**src/shared/aqd_pkg.sv**
```systemverilog
// Purpose: Shared constants and types for the acquisition qualify/delay block
// Assumes: AXI4-Lite register access, 32-bit data, 250 MHz system clock
// Notes: Register offsets are byte addresses of aligned words
package aqd_pkg;

  // ==========================================================
  // Register map
  localparam logic [7:0] AQD_CTRL_OFS = 8'h00;    // Control bits
  localparam logic [7:0] AQD_DELAY_OFS = 8'h04;   // Post-trigger delay
  localparam logic [7:0] AQD_QWORD_OFS = 8'h08;   // Qualification word
  localparam logic [7:0] AQD_QMASK_OFS = 8'h0C;   // Qualification care mask
  localparam logic [7:0] AQD_STATUS_OFS = 8'h10;  // Status
  localparam logic [7:0] AQD_COUNT_OFS = 8'h14;   // Samples stored
  localparam logic [7:0] AQD_CURSOR_OFS = 8'h18;  // Main/reference cursors
  localparam logic [7:0] AQD_MEAS_OFS = 8'h1C;    // Measured intervals
  localparam logic [7:0] AQD_TICKS_OFS = 8'h20;   // Clock intervals since trigger

  // ==========================================================
  // Control field positions
  localparam int AQD_C_START = 0;     // Write 1: arm recording (pulse)
  localparam int AQD_C_STOP = 1;      // Write 1: manual stop (pulse)
  localparam int AQD_C_WLO = 2;       // Width code low bit
  localparam int AQD_C_QEN = 4;       // Qualification enable
  localparam int AQD_C_QCOMB = 5;     // 1 combinational, 0 state mode
  localparam int AQD_C_QINV = 6;      // Combinational: store on mismatch
  localparam int AQD_C_EXTCLK = 7;    // Record on external clock
  localparam int AQD_C_GLITCH = 8;    // Glitch capture on fast path
  localparam int AQD_C_REFEN = 9;     // Reference cursor set
  localparam int AQD_C_CQPOL = 10;    // Clock qualifier active level

  // Reset values and limits
  localparam logic [15:0] AQD_DELAY_MAX = 16'hC350;   // 50000 stored samples
  localparam logic [12:0] AQD_DEPTH_W4 = 13'h1F40;    // 8000 samples
  localparam logic [12:0] AQD_DEPTH_W8 = 13'h0FA0;    // 4000 samples
  localparam logic [12:0] AQD_DEPTH_W16 = 13'h07D0;   // 2000 samples
  localparam logic [12:0] AQD_DEPTH_W32 = 13'h03E8;   // 1000 samples
  localparam logic [31:0] AQD_CTRL_RST = 32'h0000_0000;

  // Channel width codes
  typedef enum logic [1:0] {
    AQD_W4 = 2'h0,
    AQD_W8 = 2'h1,
    AQD_W16 = 2'h2,
    AQD_W32 = 2'h3
  } aqd_width_e;

  // Recording phase, one-hot
  typedef enum logic [3:0] {
    AQD_IDLE = 4'h1,
    AQD_ARMED = 4'h2,
    AQD_DELAY = 4'h4,
    AQD_DONE = 4'h8
  } aqd_phase_e;

  // Memory write port
  typedef struct packed {
    logic we;
    logic [12:0] addr;
    logic [31:0] data;
    logic glitch;
  } aqd_mem_s;

endpackage : aqd_pkg

```
**src/rtl/aqd_top.sv**
```systemverilog
// Purpose: Acquisition control: qualification, depth, post-trigger delay
// Assumes: Pod inputs asynchronous; external clock sampled as a level
// Notes: One frame per recording clock; memory is outside this block
`timescale 1ns/100ps
module aqd_top
  import aqd_pkg::*;
(
  input wire logic clk,
  input wire logic rst_n,
  input wire logic [31:0] pod_data,       // Demultiplexed frame from pod
  input wire logic pod_glitch,            // Glitch flag from fast pod
  input wire logic ext_clk,               // Target clock, sampled
  input wire logic clk_qual,              // Clock qualifier pin
  input wire logic int_tick,              // Internal time-base tick, same domain
  input wire logic trig_hit,              // Trigger recognised, same domain
  output aqd_mem_s mem_wr,                // Acquisition memory write
  output logic glitch_en,                 // Command to fast pod
  output logic recording,                 // Armed or delaying
  input wire logic [7:0] s_axi_awaddr,
  input wire logic s_axi_awvalid,
  output logic s_axi_awready,
  input wire logic [31:0] s_axi_wdata,
  input wire logic [3:0] s_axi_wstrb,
  input wire logic s_axi_wvalid,
  output logic s_axi_wready,
  output logic [1:0] s_axi_bresp,
  output logic s_axi_bvalid,
  input wire logic s_axi_bready,
  input wire logic [7:0] s_axi_araddr,
  input wire logic s_axi_arvalid,
  output logic s_axi_arready,
  output logic [31:0] s_axi_rdata,
  output logic [1:0] s_axi_rresp,
  output logic s_axi_rvalid,
  input wire logic s_axi_rready
);

  // ==========================================================
  // State
  typedef struct packed {
    logic [1:0][31:0] dsync;   // Pod data synchroniser
    logic [1:0] gsync;         // Glitch synchroniser
    logic [2:0] esync;         // Ext clock sync plus edge history
    logic [1:0] qsync;         // Qualifier synchroniser
    logic [31:0] ctrl;         // Control register
    logic [15:0] delay;        // Programmed delay
    logic [31:0] qword;        // Qualification word
    logic [31:0] qmask;        // Qualification care mask
    logic [31:0] cursor;       // [31:16] reference, [15:0] main
    aqd_phase_e phase;         // Recording phase
    logic qgate;               // State-mode recording gate
    logic [12:0] waddr;        // Write pointer
    logic [12:0] stored;       // Samples stored, saturating at depth
    logic [15:0] dcount;       // Post-trigger count
    logic [31:0] ticks;        // Clock intervals since start
    logic [31:0] trig_tick;    // Interval count at trigger
    aqd_mem_s mem;             // Registered memory write
    logic awhave;              // Write address held
    logic whave;               // Write data held
    logic [7:0] awaddr;        // Held write address
    logic [31:0] wdata;        // Held write data
    logic bvalid;
    logic [1:0] bresp;
    logic rvalid;
    logic [31:0] rdata;
    logic [1:0] rresp;
  } aqd_state_s;

  aqd_state_s st_reg;
  aqd_state_s st_next;

  // Combinational helpers
  aqd_width_e width;
  logic ext_mode;
  logic rec_clk;
  logic sample_ok;
  logic match;
  logic [12:0] depth;
  logic [15:0] main_c;
  logic [15:0] ref_c;

  // ==========================================================
  // Datapath and decode
  always_comb begin
    width = aqd_width_e'(st_reg.ctrl[AQD_C_WLO +: 2]);
    ext_mode = st_reg.ctrl[AQD_C_EXTCLK];
    // Recording clock: external rising edge or internal tick
    if (ext_mode) begin
      // Qualifier gates only the external clock
      rec_clk = st_reg.esync[1] & ~st_reg.esync[2]
        & (st_reg.qsync[1] == st_reg.ctrl[AQD_C_CQPOL]);
    end else begin
      rec_clk = int_tick;
    end
    match = ((st_reg.dsync[1] ^ st_reg.qword) & st_reg.qmask) == 32'h0000_0000;
    // Depth set by width
    case (width)
      AQD_W4: depth = AQD_DEPTH_W4;
      AQD_W8: depth = AQD_DEPTH_W8;
      AQD_W16: depth = AQD_DEPTH_W16;
      default: depth = AQD_DEPTH_W32;
    endcase
    // Qualification only when 32 wide
    if (!st_reg.ctrl[AQD_C_QEN] || width != AQD_W32) begin
      sample_ok = 1'b1;
    end else if (st_reg.ctrl[AQD_C_QCOMB]) begin
      sample_ok = match ^ st_reg.ctrl[AQD_C_QINV];
    end else begin
      sample_ok = st_reg.qgate ^ match;
    end
    main_c = st_reg.cursor[15:0];
    ref_c = st_reg.cursor[31:16];
  end

  // ==========================================================
  // Next state
  always_comb begin
    st_next = st_reg;
    st_next.dsync = {st_reg.dsync[0], pod_data};
    st_next.gsync = {st_reg.gsync[0], pod_glitch};
    st_next.esync = {st_reg.esync[1:0], ext_clk};
    st_next.qsync = {st_reg.qsync[0], clk_qual};
    st_next.mem.we = 1'b0;
    st_next.ctrl[AQD_C_START] = 1'b0;
    st_next.ctrl[AQD_C_STOP] = 1'b0;

    // Interval counter: ext periods or internal units
    if (st_reg.phase != AQD_IDLE && st_reg.phase != AQD_DONE && rec_clk) begin
      st_next.ticks = st_reg.ticks + 32'h0000_0001;
    end

    // Recording sequence
    case (st_reg.phase)
      AQD_IDLE: begin
        // Idle until armed
      end
      AQD_ARMED, AQD_DELAY: begin
        // No store in the cycle the delay runs out, so stores after the trigger stop at the delay count
        if (rec_clk && !(st_reg.phase == AQD_DELAY && st_reg.dcount >= st_reg.delay)) begin
          // State mode: match flips the gate
          if (match) begin
            st_next.qgate = ~st_reg.qgate;
          end
          if (sample_ok) begin
            st_next.mem.we = 1'b1;
            st_next.mem.addr = st_reg.waddr;
            st_next.mem.data = st_reg.dsync[1];
            // Glitch flag only on 4-channel path when enabled
            st_next.mem.glitch = st_reg.gsync[1] & st_reg.ctrl[AQD_C_GLITCH]
              & (width == AQD_W4);
            // Circular write within the width's depth
            st_next.waddr = (st_reg.waddr == depth - 13'h0001) ? 13'h0000
              : st_reg.waddr + 13'h0001;
            if (st_reg.stored != depth) begin
              st_next.stored = st_reg.stored + 13'h0001;
            end
            if (st_reg.phase == AQD_DELAY) begin
              st_next.dcount = st_reg.dcount + 16'h0001;
            end
          end
        end
        if (st_reg.phase == AQD_ARMED && trig_hit) begin
          st_next.trig_tick = st_reg.ticks;
          st_next.dcount = 16'h0000;
          st_next.phase = (st_reg.delay == 16'h0000) ? AQD_DONE : AQD_DELAY;
        end
        // Stop once delay count reached
        if (st_reg.phase == AQD_DELAY && st_reg.dcount >= st_reg.delay) begin
          st_next.phase = AQD_DONE;
        end
      end
      AQD_DONE: begin
        // Hold until rearmed
      end
      default: st_next.phase = AQD_IDLE;
    endcase

    // ========================================================
    // AXI4-Lite write channel
    if (s_axi_awvalid && !st_reg.awhave) begin
      st_next.awhave = 1'b1;
      st_next.awaddr = s_axi_awaddr;
    end
    if (s_axi_wvalid && !st_reg.whave) begin
      st_next.whave = 1'b1;
      st_next.wdata = s_axi_wdata;
    end
    if (st_reg.bvalid && s_axi_bready) begin
      st_next.bvalid = 1'b0;
    end
    if (st_reg.awhave && st_reg.whave && !st_reg.bvalid) begin
      st_next.awhave = 1'b0;
      st_next.whave = 1'b0;
      st_next.bvalid = 1'b1;
      st_next.bresp = 2'h0;
      // Address decode, full-word writes
      if (st_reg.awaddr == AQD_CTRL_OFS) begin
        st_next.ctrl = st_reg.wdata;
        if (st_reg.wdata[AQD_C_START]) begin
          st_next.phase = AQD_ARMED;
          st_next.waddr = 13'h0000;
          st_next.stored = 13'h0000;
          st_next.ticks = 32'h0000_0000;
          st_next.qgate = 1'b0;
        end
        if (st_reg.wdata[AQD_C_STOP]) begin
          st_next.phase = AQD_DONE;
        end
      end else if (st_reg.awaddr == AQD_DELAY_OFS) begin
        // Clamp to the supported range
        st_next.delay = (st_reg.wdata[15:0] > AQD_DELAY_MAX || |st_reg.wdata[31:16])
          ? AQD_DELAY_MAX : st_reg.wdata[15:0];
      end else if (st_reg.awaddr == AQD_QWORD_OFS) begin
        st_next.qword = st_reg.wdata;
      end else if (st_reg.awaddr == AQD_QMASK_OFS) begin
        st_next.qmask = st_reg.wdata;
      end else if (st_reg.awaddr == AQD_CURSOR_OFS) begin
        st_next.cursor = st_reg.wdata;
      end else if (st_reg.awaddr == AQD_STATUS_OFS || st_reg.awaddr == AQD_COUNT_OFS
                   || st_reg.awaddr == AQD_MEAS_OFS || st_reg.awaddr == AQD_TICKS_OFS) begin
        st_next.bresp = 2'h0;  // Read-only, write ignored
      end else begin
        st_next.bresp = 2'h3;  // Unmapped
      end
    end

    // AXI4-Lite read channel
    if (st_reg.rvalid && s_axi_rready) begin
      st_next.rvalid = 1'b0;
    end
    if (s_axi_arvalid && !st_reg.rvalid) begin
      st_next.rvalid = 1'b1;
      st_next.rresp = 2'h0;
      if (s_axi_araddr == AQD_CTRL_OFS) begin
        st_next.rdata = st_reg.ctrl;
      end else if (s_axi_araddr == AQD_DELAY_OFS) begin
        st_next.rdata = {16'h0000, st_reg.delay};
      end else if (s_axi_araddr == AQD_QWORD_OFS) begin
        st_next.rdata = st_reg.qword;
      end else if (s_axi_araddr == AQD_QMASK_OFS) begin
        st_next.rdata = st_reg.qmask;
      end else if (s_axi_araddr == AQD_STATUS_OFS) begin
        st_next.rdata = {8'h00, st_reg.dcount, st_reg.qgate, 3'h0, st_reg.phase};
      end else if (s_axi_araddr == AQD_COUNT_OFS) begin
        st_next.rdata = {3'h0, st_reg.waddr, 3'h0, st_reg.stored};
      end else if (s_axi_araddr == AQD_CURSOR_OFS) begin
        st_next.rdata = st_reg.cursor;
      end else if (s_axi_araddr == AQD_MEAS_OFS) begin
        // Reference-to-main if set, else trigger-to-main
        st_next.rdata = st_reg.ctrl[AQD_C_REFEN] ? {16'h0000, main_c - ref_c}
          : {16'h0000, main_c};
      end else if (s_axi_araddr == AQD_TICKS_OFS) begin
        st_next.rdata = st_reg.ticks - st_reg.trig_tick;
      end else begin
        st_next.rdata = 32'h0000_0000;
        st_next.rresp = 2'h3;
      end
    end
  end

  // ==========================================================
  // Register all state
  always_ff @(posedge clk) begin
    if (!rst_n) begin
      st_reg <= '0;
      st_reg.ctrl <= AQD_CTRL_RST;
      st_reg.phase <= AQD_IDLE;
    end else begin
      st_reg <= st_next;
    end
  end

  // Outputs
  assign mem_wr = st_reg.mem;
  assign glitch_en = st_reg.ctrl[AQD_C_GLITCH] & (width == AQD_W4);
  assign recording = (st_reg.phase == AQD_ARMED) || (st_reg.phase == AQD_DELAY);
  assign s_axi_awready = ~st_reg.awhave;
  assign s_axi_wready = ~st_reg.whave;
  assign s_axi_bvalid = st_reg.bvalid;
  assign s_axi_bresp = st_reg.bresp;
  assign s_axi_arready = ~st_reg.rvalid;
  assign s_axi_rvalid = st_reg.rvalid;
  assign s_axi_rdata = st_reg.rdata;
  assign s_axi_rresp = st_reg.rresp;

endmodule : aqd_top

```
**config.mk**
```make
export PLATFORM = sky130hd
export DESIGN_NAME = aqd_top
export DESIGN_NICKNAME = d
export VERILOG_FILES = /design/src/shared/aqd_pkg.sv /design/src/rtl/aqd_top.sv
export SDC_FILE = /design/constraint.sdc
export NUM_CORES = 1
export LEC_CHECK = 0
export ABC_CLOCK_PERIOD_IN_PS = 4100
export BUFFER_PORTS_ARGS = -buffer_cell sky130_fd_sc_hd__buf_2
export CAP_MARGIN = 20
export CORE_UTILIZATION = 61
export CTS_CLUSTER_DIAMETER = 200
export DETAILED_ROUTE_END_ITERATION = 8
export PLACE_DENSITY = 0.85
export REMOVE_ABC_BUFFERS = 1
export SYNTH_ARGS = -nofsm -noshare
export SYNTH_HDL_FRONTEND = slang
export SYNTH_SLANG_ARGS = --single-unit
export TNS_END_PERCENT = 1
```
**constraint.sdc**
```tcl
create_clock -name clk -period 4.1 [get_ports clk]
set_clock_uncertainty 0.2 [all_clocks]
set_input_delay 0.615 -clock clk [delete_from_list [all_inputs] [get_ports clk]]
set_output_delay 0.615 -clock clk [all_outputs]
set_load 0.03 [all_outputs]
```
# Word level (Yosys, flattened, before mapping)
# Index checks and enable logic that the tools add are counted.
[totals]
inputBits = 96
wordCells = 190
ff_bits = 453
[classes]
mux = 55
order_cmp = 2
bitwise_logic = 19
addsub = 7
n_reduce_logical = 48
eq_ne = 28
[op_table]
columns = ["op", "n"]
rows = [
  ["two-way mux 32 bit", 13],
  ["two-way mux 31 bit", 3],
  ["two-way mux 43 bit", 2],
  ["== test 8 x 5 -> 1 bit, second input constant", 8],
  ["two-way mux 16 bit", 4],
  ["two-way mux 47 bit", 1],
  ["two-way mux 42 bit", 1],
  ["one-hot mux 13 bit (3 select lines)", 1],
  ["two-way mux 35 bit", 1],
  ["adder 32 x 1 -> 32 bit, second input constant", 1],
  ["bitwise AND 32 bit", 1],
  ["== test 8 x 4 -> 1 bit, second input constant", 4],
  ["logical NOT 32 bit", 1],
  ["subtractor 32 bit", 1],
  ["XOR 32 bit", 1],
  ["two-way mux 2 bit", 15],
  ["adder 13 x 1 -> 13 bit, second input constant", 2],
  ["two-way mux 13 bit", 2],
  ["adder 16 x 1 -> 16 bit, second input constant", 1],
  ["== test 8 x 3 -> 1 bit, second input constant", 2],
  ["== test 8 x 6 -> 1 bit, second input constant", 2],
  [">= comparator 16 bit", 1],
  ["> comparator 16 bit, second input constant", 1],
  ["logical NOT 16 bit", 1],
  ["other kinds (34)", 89],
]

# Logic depth before layout (Yosys ltp)
# Gate-level depths: netlist of the first run.
[logic_depth]
ltp_word = 14
ltp_mapped = 14
ltp_nobuf = 12

# Least setup slack after synthesis of the first run
# Ideal clock, no wire load.
[synth_timing]
kind = "register -> register"
start = "register st_reg[159] (netlist bit)"
end = "register st_reg (netlist bit s_axi_rdata[30])"
path_stages_with_launch = 13
required_ns = 3.780
n_path_buf = 0
setup_ns = 0.120
synth_period_minus_slack_ns = 2.955
setup_slack_ns = 1.145
arrival_time_ns = 2.635
path_cell_list = "dfxtp_1 > inv_1 > ha_1 > fa_1 > nor2b_1 > o31a_1 > o311ai_2 > a21boi_1 > a31oi_4 > o211ai_1 > a21oi_1 > o211a_1 > a211o_1"
[synth_between]
elab_chain_len = 10
[synth_lines]
columns = ["element", "line_no", "text"]
rows = [
  ["start: declaration", "aqd_top.sv:69", "aqd_state_s st_reg;"],
  ["start signal: assignment", "aqd_top.sv:269", "st_reg <= st_next;"],
  ["subtractor 32 bit", "aqd_top.sv:253", "st_next.rdata = st_reg.ticks - st_reg.trig_tick;"],
  ["two-way mux 32 bit", "aqd_top.sv:252", "end else if (s_axi_araddr == AQD_TICKS_OFS) begin"],
  ["two-way mux 32 bit", "aqd_top.sv:248", "end else if (s_axi_araddr == AQD_MEAS_OFS) begin"],
  ["two-way mux 32 bit", "aqd_top.sv:246", "end else if (s_axi_araddr == AQD_CURSOR_OFS) begin"],
  ["two-way mux 32 bit", "aqd_top.sv:244", "end else if (s_axi_araddr == AQD_COUNT_OFS) begin"],
  ["two-way mux 32 bit", "aqd_top.sv:242", "end else if (s_axi_araddr == AQD_STATUS_OFS) begin"],
  ["two-way mux 32 bit", "aqd_top.sv:240", "end else if (s_axi_araddr == AQD_QMASK_OFS) begin"],
  ["two-way mux 32 bit", "aqd_top.sv:238", "end else if (s_axi_araddr == AQD_QWORD_OFS) begin"],
  ["two-way mux 32 bit", "aqd_top.sv:236", "end else if (s_axi_araddr == AQD_DELAY_OFS) begin"],
  ["two-way mux 32 bit", "aqd_top.sv:234", "if (s_axi_araddr == AQD_CTRL_OFS) begin"],
]
# Every way passes these cells.
# A chain may end at the register's enable or synchronous reset.

# Worst setup path in the final report of the first run
[layout_timing]
start = "register st_reg[324] (netlist bit)"
end = "register st_reg (netlist bit mem_wr[12])"
[layout_between]
elab_chain_len = 7
[layout_lines]
columns = ["element", "line_no", "text"]
rows = [
  ["XOR 32 bit *", "aqd_top.sv:95", "match = ((st_reg.dsync[1] ^ st_reg.qword) & st_reg.qmask) == 32'h0000_0000;"],
  ["bitwise AND 32 bit *", "aqd_top.sv:95", ""],
  ["logical NOT 32 bit *", "aqd_top.sv:95", ""],
  ["XOR 1 bit, on equally long branches", "aqd_top.sv:109, aqd_top.sv:107", ""],
  ["two-way mux 1 bit *", "aqd_top.sv:106", "end else if (st_reg.ctrl[AQD_C_QCOMB]) begin"],
  ["two-way mux 1 bit *", "aqd_top.sv:104", "if (!st_reg.ctrl[AQD_C_QEN] || width != AQD_W32) begin"],
  ["AND reduction 3 bit (no source line) *", "-", ""],
]
# Mark *: on every way between the ends. The rest lies on a longest branch, timed or not.

==> flow_summary.html, run 1 <==
<table>
<tr><th>Metric</th><th>Value</th></tr>
<tr><th colspan="2">Floorplan</th></tr>
<tr><td>Die Y</td><td>between 150 and 200 um</td></tr>
<tr><td>I/O pin total</td><td>186</td></tr>
<tr><td>Starting density of the core</td><td>between 60 and 70%</td></tr>
<tr><td>Width of the die</td><td>between 150 and 200 um</td></tr>
<tr><td>Die area</td><td>slightly below 0.04 sq mm</td></tr>
<tr><td>Core ar.</td><td>0.03749 sq mm</td></tr>
<tr><td>Site Rows</td><td>between 70 and 80</td></tr>
<tr><th colspan="2">GRT</th></tr>
<tr><td>Largest net degree at the start of global routing</td><td>around 110</td></tr>
<tr><td>Vias in the first global route</td><td>roughly 20000</td></tr>
<tr><td>Global-route wire length before repair</td><td>approximately 110000 um</td></tr>
<tr><td>Congestion Overflow GR</td><td>0</td></tr>
<tr><td>GRT Util Overall</td><td>a little under two fifths</td></tr>
<tr><td>Number of antenna violations at the first check in global routing</td><td>0</td></tr>
<tr><th colspan="2">Status</th></tr>
<tr><td>Outcome</td><td>complete, no violations</td></tr>
<tr><th colspan="2">Final layout</th></tr>
<tr><td>Final layout net count</td><td>approximately 3000</td></tr>
<tr><td>Filler cells</td><td>3021</td></tr>
<tr><td>Post-layout instance area</td><td>approximately 0.026 sq mm</td></tr>
<tr><td>Ratio of cells with drive above 1 in the final layout</td><td>between 10% and 20%</td></tr>
<tr><td>Layout overhead on the synthesized area</td><td>10.94%</td></tr>
<tr><td>Flip-flop count of the largest register after layout</td><td>between 200 and 300</td></tr>
<tr><td>Total inserted antenna cells</td><td>0</td></tr>
<tr><th colspan="2">Yosys</th></tr>
<tr><td>#FFs+latches synth</td><td>approximately 450</td></tr>
<tr><td>Cell with the most instances after synthesis</td><td>sky130_fd_sc_hd__nand2_1</td></tr>
<tr><td>Number of warnings issued by yosys</td><td>0</td></tr>
<tr><td>Number of synthesized flops with an enable pin</td><td>0</td></tr>
<tr><td>Main synth FF type</td><td>sky130_fd_sc_hd__dfxtp_1</td></tr>
<tr><td>Post-synthesis cell type with the largest combined area</td><td>sky130_fd_sc_hd__dfxtp_1</td></tr>
<tr><td>Top post-synthesis cells by area</td><td>sky130_fd_sc_hd__dfxtp_1 39%, sky130_fd_sc_hd__nand2_1 9.9%, sky130_fd_sc_hd__a21boi_0 7.5%, sky130_fd_sc_hd__ha_1 3.9%, sky130_fd_sc_hd__xor2_1 2.8%</td></tr>
<tr><td>Count of mapped cells out of synthesis</td><td>2861</td></tr>
<tr><td>Cell area after synthesis</td><td>roughly 0.023 sq mm</td></tr>
<tr><td>Top post-synthesis cells by count</td><td>610 x sky130_fd_sc_hd__nand2_1, 451 x sky130_fd_sc_hd__dfxtp_1, 230 x sky130_fd_sc_hd__a21boi_0</td></tr>
<tr><td>Distinct cell type count of the synthesized netlist</td><td>89</td></tr>
<tr><td>Fraction of registers with async set/reset</td><td>0%</td></tr>
<tr><td>Area share of the largest cell type after synthesis</td><td>38.97%</td></tr>
<tr><td>Share of the yosys chip area belonging to registers</td><td>between 30% and 40%</td></tr>
<tr><td>Post-Syn Area per Cell</td><td>approximately 8 sq um</td></tr>
<tr><th colspan="2">Worst setup path</th></tr>
<tr><td>Worst reg-to-reg path cell count</td><td>11</td></tr>
<tr><td>Category of the critical setup timing path</td><td>reg -&gt; reg</td></tr>
<tr><td>Crit path buffers/inverters</td><td>2</td></tr>
<tr><td>Critical path capture point type</td><td>flip-flop</td></tr>
<tr><td>Required time worst endpoint</td><td>between 4000 and 5000 ps</td></tr>
<tr><td>Critical path startpoint category</td><td>flip-flop</td></tr>
<tr><td>Cell-by-cell trace of the critical path</td><td>xor2_1 &gt; a22oi_1 &gt; nand4_1 &gt; nor4_2 &gt; buf_4 &gt; xor2_1 &gt; nand3_1 &gt; nand3_2 &gt; buf_12 &gt; nand2_1 &gt; a21boi_0</td></tr>
<tr><td>Minimum setup slack among reg-to-reg paths</td><td>~440 ps</td></tr>
<tr><td>Critical path's slowest cell</td><td>sky130_fd_sc_hd__nand3_2</td></tr>
<tr><td>Highest net fanout along the worst path</td><td>34</td></tr>
<tr><td>Critical Path AT</td><td>slightly below 4000 ps</td></tr>
<tr><td>Worst reg2reg path startpoint</td><td>st_reg[324]</td></tr>
<tr><td>Capture point of the worst reg-to-reg path</td><td>mem_wr[12]</td></tr>
<tr><td>Crit path max-delay family</td><td>simple AND/OR/NAND/NOR gates</td></tr>
<tr><td>Most Frequent Cell on Critical Path</td><td>sky130_fd_sc_hd__xor2_1</td></tr>
<tr><td>Largest stage delay on the critical path</td><td>between 400 and 500 ps</td></tr>
<tr><th colspan="2">STA</th></tr>
<tr><td>Tmin final</td><td>3664 ps</td></tr>
<tr><td>Final setup violation count</td><td>0</td></tr>
<tr><td>Slew at the pin closest to its max-slew limit</td><td>around 880 ps</td></tr>
<tr><td>Sum of negative setup slack</td><td>0 ps</td></tr>
<tr><td>Setup repair after global routing missed its margin</td><td>false</td></tr>
<tr><td>Worst max-slew margin expressed relative to the limit</td><td>roughly 41%</td></tr>
<tr><td>Number of pins exceeding their max-slew limit in the final report</td><td>0</td></tr>
<tr><td>Final critical-path share of the clock period</td><td>89.37%</td></tr>
<tr><td>Fmax</td><td>about 270 MHz</td></tr>
<tr><td>Hold violation total from the final report</td><td>0</td></tr>
<tr><th colspan="2">Hold path</th></tr>
<tr><td>Startpoint of the most critical hold path</td><td>pod_data[12]</td></tr>
<tr><td>Worst hold path class</td><td>in -&gt; reg</td></tr>
<tr><td>Worst hold path depth</td><td>2</td></tr>
<tr><td>Endpoint of the worst hold-timing path</td><td>st_next[433]</td></tr>
<tr><th colspan="2">Clock tree</th></tr>
<tr><td>Max Root-Sink Buffers</td><td>3</td></tr>
<tr><td>TritonCTS sink count</td><td>451</td></tr>
<tr><td>Number of CTS-inserted buffers</td><td>47</td></tr>
<tr><td>CTS H-tree depth</td><td>2</td></tr>
<tr><td>Number of buffers added for setup after CTS</td><td>0</td></tr>
<tr><td>Clock slew at reported path FFs</td><td>around 60 ps</td></tr>
<tr><td>Clock tree from TritonCTS</td><td>yes</td></tr>
<tr><td>Root buffer cell</td><td>sky130_fd_sc_hd__clkbuf_16</td></tr>
<tr><td>Clock latency at the later pin of the worst-skew pair</td><td>between 600 and 700 ps</td></tr>
<tr><th colspan="2">Routing</th></tr>
<tr><td>DRC marker count from the first detailed-route iteration</td><td>2234</td></tr>
<tr><td>Via total after detailed routing</td><td>about 21000</td></tr>
<tr><td>WL/cell</td><td>between 20 and 25 um</td></tr>
<tr><td>DRT Wirelength</td><td>75520 um</td></tr>
<tr><td>Number of antenna-violating nets in the routed design</td><td>0</td></tr>
<tr><td>Number of iterations in the first detailed-routing pass</td><td>8</td></tr>
<tr><td>Final routed DRC violation total</td><td>0</td></tr>
<tr><td>Post-DR vias/cell</td><td>~6.2</td></tr>
<tr><th colspan="2">Placed design</th></tr>
<tr><td>RD Place Congestion</td><td>about 1</td></tr>
<tr><td># port buffers</td><td>181</td></tr>
<tr><td>DP Area</td><td>around 0.024 sq mm</td></tr>
<tr><td>HPWL after detailed placement</td><td>~54000 um</td></tr>
<tr><th colspan="2">Pwr</th></tr>
<tr><td>Pwr per Cell Area</td><td>about 380 mW/mm^2</td></tr>
<tr><td>Largest vdd supply drop</td><td>about 0.4 mV</td></tr>
<tr><td>Leakage power figure</td><td>slightly below 10 nW</td></tr>
<tr><th colspan="2">Flow run</th></tr>
<tr><td>Number of maximum-capacitance violations</td><td>0</td></tr>
</table>
## report_power, final
group | switching [W] | total (W) | internal [W]
Sequential | 0.0000958 | 0.00455 | 0.00446
Combinational | 0.000317 | 0.000505 | 0.000188
Clock | 0.00189 | 0.00467 | 0.00278
## placed cells by master (no fill, tap or decap), drive strengths merged, types with 35 or more instances in the layout
cell type and n:
nor2 144, clkbuf 67, mux2i 40, nand2 610, a21boi 244, and3 36, nand3 41, inv 100
xor2 75, buf 240, a21oi 127, o21ai 104, nor3 37, and2 87, dfxtp 451, nor2b 35
ha 73
## timing repair
action | 4_1_cts | 5_1_grt
hold buffers | 3 | 0
gates resized for setup | 0 | 0
hold endpoints to repair | 3 | 0
## cell type report
cell class              count  area, sq um  share of cell area (%)
repair buffers            244         1490                   5.798
inverters                  99        371.6                   1.446
clock inverters            19        329.1                   1.280
well taps                 511        639.4                   2.487
multi-input cells        2064        12490                   48.58
flip-flops and latches    451         9029                   35.13
clock buffers              66         1359                   5.286
## worst max path at each step
stage	from	to	slack [ps]	cells after the start
after CTS	st_reg[324]	mem_wr[12]	450	12
after global routing	st_reg[324]	mem_wr[12]	320	11
after floorplan	st_reg[191]	st_reg[210]	610	11
final	st_reg[324]	mem_wr[12]	440	11
after detailed placement	st_reg[324]	st_reg[198]	630	10
after global placement	s_axi_araddr[2]	s_axi_rdata[17]	630	9
## cells by family after synthesis
family	count (synthesis)	share of synthesized area [%]
AND/OR/NAND/NOR	1129	22.65
AO/OA/AOI/OAI	711	21.15
flip-flops	451	38.97
buffers and inverters	346	7.193
XOR/XNOR	104	3.932
adder cells (fa/ha/maj)	75	4.115
multiplexers	45	1.987
## metrics by stage
stage	utilization (%)	setup slack (ps)	hold slack [ps]	cells	total power, W
after global routing	68.56	319.5	18.39	3454	0.009951
after CTS	68.49	447.1	0.8146	3453	0.009722
final	68.56	435.8	18.89	3454	0.009726
after floorplan	-	611.9	211.8	2614	0.004860
after global placement	63.91	630.7	213.0	3365	0.005115
after detailed placement	63.91	634.6	219.0	3365	0.005129
## metal layers
metal / GRT usage [%] / share of wire, % / up-vias
met5: 0 / 0 / -
met4: 19.24 / 5.0 / 0
met3: 5.424 / 9.1 / 205
met2: 59.09 / 44 / 1148
met1: 52.43 / 42 / 10270
li1: - / - / 9876
## worst register-to-register path, stage by stage, from the launching register on
cell	delay, ps
sky130_fd_sc_hd__dfxtp_1	330
sky130_fd_sc_hd__xor2_1	160
sky130_fd_sc_hd__a22oi_1	420
sky130_fd_sc_hd__nand4_1	170
sky130_fd_sc_hd__nor4_2	300
sky130_fd_sc_hd__buf_4	200
sky130_fd_sc_hd__xor2_1	150
sky130_fd_sc_hd__nand3_1	400
sky130_fd_sc_hd__nand3_2	480
sky130_fd_sc_hd__buf_12	280
sky130_fd_sc_hd__nand2_1	110
sky130_fd_sc_hd__a21boi_0	340
Power figures use the tool's default switching activity.
==> inputs of run 2 (changes only) <==
==> constraint.sdc (replaced) <==
create_clock -name clk -period 4.1 [get_ports clk]
set_clock_uncertainty 0.2 [all_clocks]
set_input_delay 0.41 -clock clk [delete_from_list [all_inputs] [get_ports clk]]
set_output_delay 0.41 -clock clk [all_outputs]
set_load 0.03 [all_outputs]
==> flow_summary.html, run 2 (synthesized netlist as in run 1, its figures left out) <==
<table>
<tr><th>Metric</th><th>Value</th></tr>
<tr><th colspan="2">Status</th></tr>
<tr><td>Outcome</td><td>complete, no violations</td></tr>
<tr><th colspan="2">Pwr</th></tr>
<tr><td>Leakage power figure</td><td>slightly above 10 nW</td></tr>
<tr><td>Pwr per Cell Area</td><td>approximately 360 mW/mm^2</td></tr>
<tr><td>Largest vdd supply drop</td><td>between 0.3 and 0.4 mV</td></tr>
<tr><th colspan="2">Routing</th></tr>
<tr><td>Number of antenna-violating nets in the routed design</td><td>0</td></tr>
<tr><td>DRC marker count from the first detailed-route iteration</td><td>roughly 2500</td></tr>
<tr><td>Post-DR vias/cell</td><td>roughly 6.3</td></tr>
<tr><td>Final routed DRC violation total</td><td>0</td></tr>
<tr><td>WL/cell</td><td>~23 um</td></tr>
<tr><td>Number of iterations in the first detailed-routing pass</td><td>6</td></tr>
<tr><td>Via total after detailed routing</td><td>around 22000</td></tr>
<tr><td>DRT Wirelength</td><td>just over 80000 um</td></tr>
<tr><th colspan="2">GRT</th></tr>
<tr><td>Number of antenna violations at the first check in global routing</td><td>5</td></tr>
<tr><td>Largest net degree at the start of global routing</td><td>93</td></tr>
<tr><td>Global routing met2 resource utilization</td><td>65.25%</td></tr>
<tr><td>Congestion Overflow GR</td><td>0</td></tr>
<tr><td>GRT Util Overall</td><td>41.05%</td></tr>
<tr><td>Grt met3 use</td><td>roughly 7.6%</td></tr>
<tr><td>Highest-utilization routing layer at the global route stage</td><td>met2</td></tr>
<tr><td>Global-route wire length before repair</td><td>about 120000 um</td></tr>
<tr><td>Global Route met1 Usage</td><td>a little over half</td></tr>
<tr><td>Vias in the first global route</td><td>around 21000</td></tr>
<tr><th colspan="2">Placed design</th></tr>
<tr><td>RD Place Congestion</td><td>1.050</td></tr>
<tr><td>Post-place setup slack</td><td>~630 ps</td></tr>
<tr><td>HPWL after detailed placement</td><td>between 50000 and 60000 um</td></tr>
<tr><td># port buffers</td><td>roughly 180</td></tr>
<tr><th colspan="2">Worst setup path</th></tr>
<tr><td>Critical path capture point type</td><td>flip-flop</td></tr>
<tr><td>Critical path's slowest cell</td><td>sky130_fd_sc_hd__nand3_1</td></tr>
<tr><td>Highest net fanout along the worst path</td><td>33</td></tr>
<tr><td>Cell-by-cell trace of the critical path</td><td>xor2_1 &gt; a22oi_1 &gt; nand4_1 &gt; nor4_2 &gt; buf_4 &gt; xor2_1 &gt; nand3_1 &gt; nand3_2 &gt; buf_12 &gt; nand2_1 &gt; a21boi_0</td></tr>
<tr><td>Largest stage delay on the critical path</td><td>430 ps</td></tr>
<tr><td>Critical path startpoint category</td><td>flip-flop</td></tr>
<tr><td>Most Frequent Cell on Critical Path</td><td>sky130_fd_sc_hd__xor2_1</td></tr>
<tr><td>Category of the critical setup timing path</td><td>reg -&gt; reg</td></tr>
<tr><td>Required time worst endpoint</td><td>roughly 4400 ps</td></tr>
<tr><td>Critical Path AT</td><td>just under 4000 ps</td></tr>
<tr><td>Crit path max-delay family</td><td>simple AND/OR/NAND/NOR gates</td></tr>
<tr><td>Crit path buffers/inverters</td><td>2</td></tr>
<tr><th colspan="2">STA</th></tr>
<tr><td>Number of pins exceeding their max-slew limit in the final report</td><td>0</td></tr>
<tr><td>Final setup violation count</td><td>0</td></tr>
<tr><td>Final setup margin</td><td>~450 ps</td></tr>
<tr><td>Fmax</td><td>between 200 and 300 MHz</td></tr>
<tr><td>Sum of negative setup slack</td><td>0 ps</td></tr>
<tr><td>Worst max-slew margin expressed relative to the limit</td><td>27.82%</td></tr>
<tr><td>Hold violation total from the final report</td><td>0</td></tr>
<tr><td>Slew at the pin closest to its max-slew limit</td><td>roughly 1100 ps</td></tr>
<tr><td>Final critical-path share of the clock period</td><td>89.13%</td></tr>
<tr><td>Tmin final</td><td>3654 ps</td></tr>
<tr><td>Setup repair after global routing missed its margin</td><td>false</td></tr>
<tr><td>Post-route worst hold slack</td><td>134.1 ps</td></tr>
<tr><th colspan="2">Clock tree</th></tr>
<tr><td>CTS H-tree depth</td><td>2</td></tr>
<tr><td>Number of CTS-inserted buffers</td><td>between 40 and 50</td></tr>
<tr><td>Number of buffers added for setup after CTS</td><td>0</td></tr>
<tr><td>Number of cells upsized or downsized after cts</td><td>0</td></tr>
<tr><td>Clock latency at the later pin of the worst-skew pair</td><td>around 620 ps</td></tr>
<tr><td>Max Root-Sink Buffers</td><td>3</td></tr>
<tr><td>Root buffer cell</td><td>sky130_fd_sc_hd__clkbuf_16</td></tr>
<tr><td>Clock tree from TritonCTS</td><td>yes</td></tr>
<tr><td>TritonCTS sink count</td><td>451</td></tr>
<tr><td>Clock slew at reported path FFs</td><td>70 ps</td></tr>
<tr><td>Hold bufs inserted after CTS</td><td>80</td></tr>
<tr><th colspan="2">Final layout</th></tr>
<tr><td>Most frequent standard cell in the layout excluding fill and tap cells</td><td>sky130_fd_sc_hd__nand2_1</td></tr>
<tr><td>Flip-flop count of the largest register after layout</td><td>around 300</td></tr>
<tr><td>Layout overhead on the synthesized area</td><td>13.86%</td></tr>
<tr><td>Ratio of cells with drive above 1 in the final layout</td><td>12.05%</td></tr>
<tr><td>Leading cell types in the layout, fill and taps excluded</td><td>609 x sky130_fd_sc_hd__nand2_1, 451 x sky130_fd_sc_hd__dfxtp_1, 230 x sky130_fd_sc_hd__a21boi_0, 180 x sky130_fd_sc_hd__buf_2, 140 x sky130_fd_sc_hd__nor2_1</td></tr>
<tr><td>Final layout net count</td><td>3156</td></tr>
<tr><th colspan="2">Floorplan</th></tr>
<tr><td>Site Rows</td><td>between 70 and 80</td></tr>
<tr><td>Die Y</td><td>between 150 and 200 um</td></tr>
<tr><td>Width of the die</td><td>a little under 200 um</td></tr>
<tr><td>Core ar.</td><td>roughly 0.037 sq mm</td></tr>
<tr><td>Die area</td><td>between 0.03 and 0.04 sq mm</td></tr>
<tr><td>Starting density of the core</td><td>approximately three fifths</td></tr>
<tr><td>I/O pin total</td><td>approximately 190</td></tr>
<tr><th colspan="2">Hold path</th></tr>
<tr><td>Worst hold path class</td><td>in -&gt; reg</td></tr>
<tr><th colspan="2">Flow run</th></tr>
<tr><td>Number of maximum-capacitance violations</td><td>0</td></tr>
</table>
-- run 2: worst paths after layout --
| check | from | end | slack [ps] | cells after the start |
|---|---|---|---|---|
| worst min-delay path | trig_hit | st_reg[235] | 130 | 4 |
| worst max register to register | st_reg[312] | mem_wr[14] | 450 | 11 |
| worst max-delay path | st_reg[312] | mem_wr[14] | 450 | 11 |
| worst min register to register | st_next[448] | st_reg[448] | 230 | 1 |
-- run 2: through the flow --
stage / std cells / utilization [%] / area [sq um] / power [W]
5_1_grt: 3533 / 70.36 / 26380 / 0.009839
2_1_floorplan: 2614 / - / 21870 / 0.004860
3_5_place_dp: 3368 / 63.92 / 23960 / 0.005132
3_3_place_gp: 3367 / 63.85 / 23940 / 0.005113
4_1_cts: 3531 / 70.34 / 26370 / 0.009567
6_report: 3535 / 70.37 / 26380 / 0.009622
-- run 2: final cells by class --
cell class | instances | area [sq um]
Multi-Input combinational cell | 2064 | 12490
Fill cell | 2808 | 11110
Sequential cell | 451 | 9029
Timing Repair Buffer | 323 | 2238
Clock buffer | 60 | 1305
Tap cell | 511 | 639.4
Inverter | 99 | 371.6
Clock inverter | 23 | 301.5
Antenna cell | 4 | 10.01
-- run 2: power by group --
part           leakage, nW  switching (W)  internal, W
clock                0.788        0.00190      0.00258
combinational         5.69       0.000341     0.000235
sequential            3.66       0.000104      0.00446
total                 10.1        0.00235      0.00727
-- run 2: metal layers --
layer | share of wire, % | wire [um] | vias to the layer above
met5 | 0.0099 | 8 | -
met1 | 39 | 31410 | 10490
li1 | - | - | 10030
met4 | 6.0 | 4826 | 2
met2 | 45 | 36420 | 1331
met3 | 10 | 8261 | 325
-- run 2: worst min-delay path, delay by kind of cell --
family	cells	cell delay (ps)
buf+inv	1	100
simple gates	2	320
compound gates	1	50
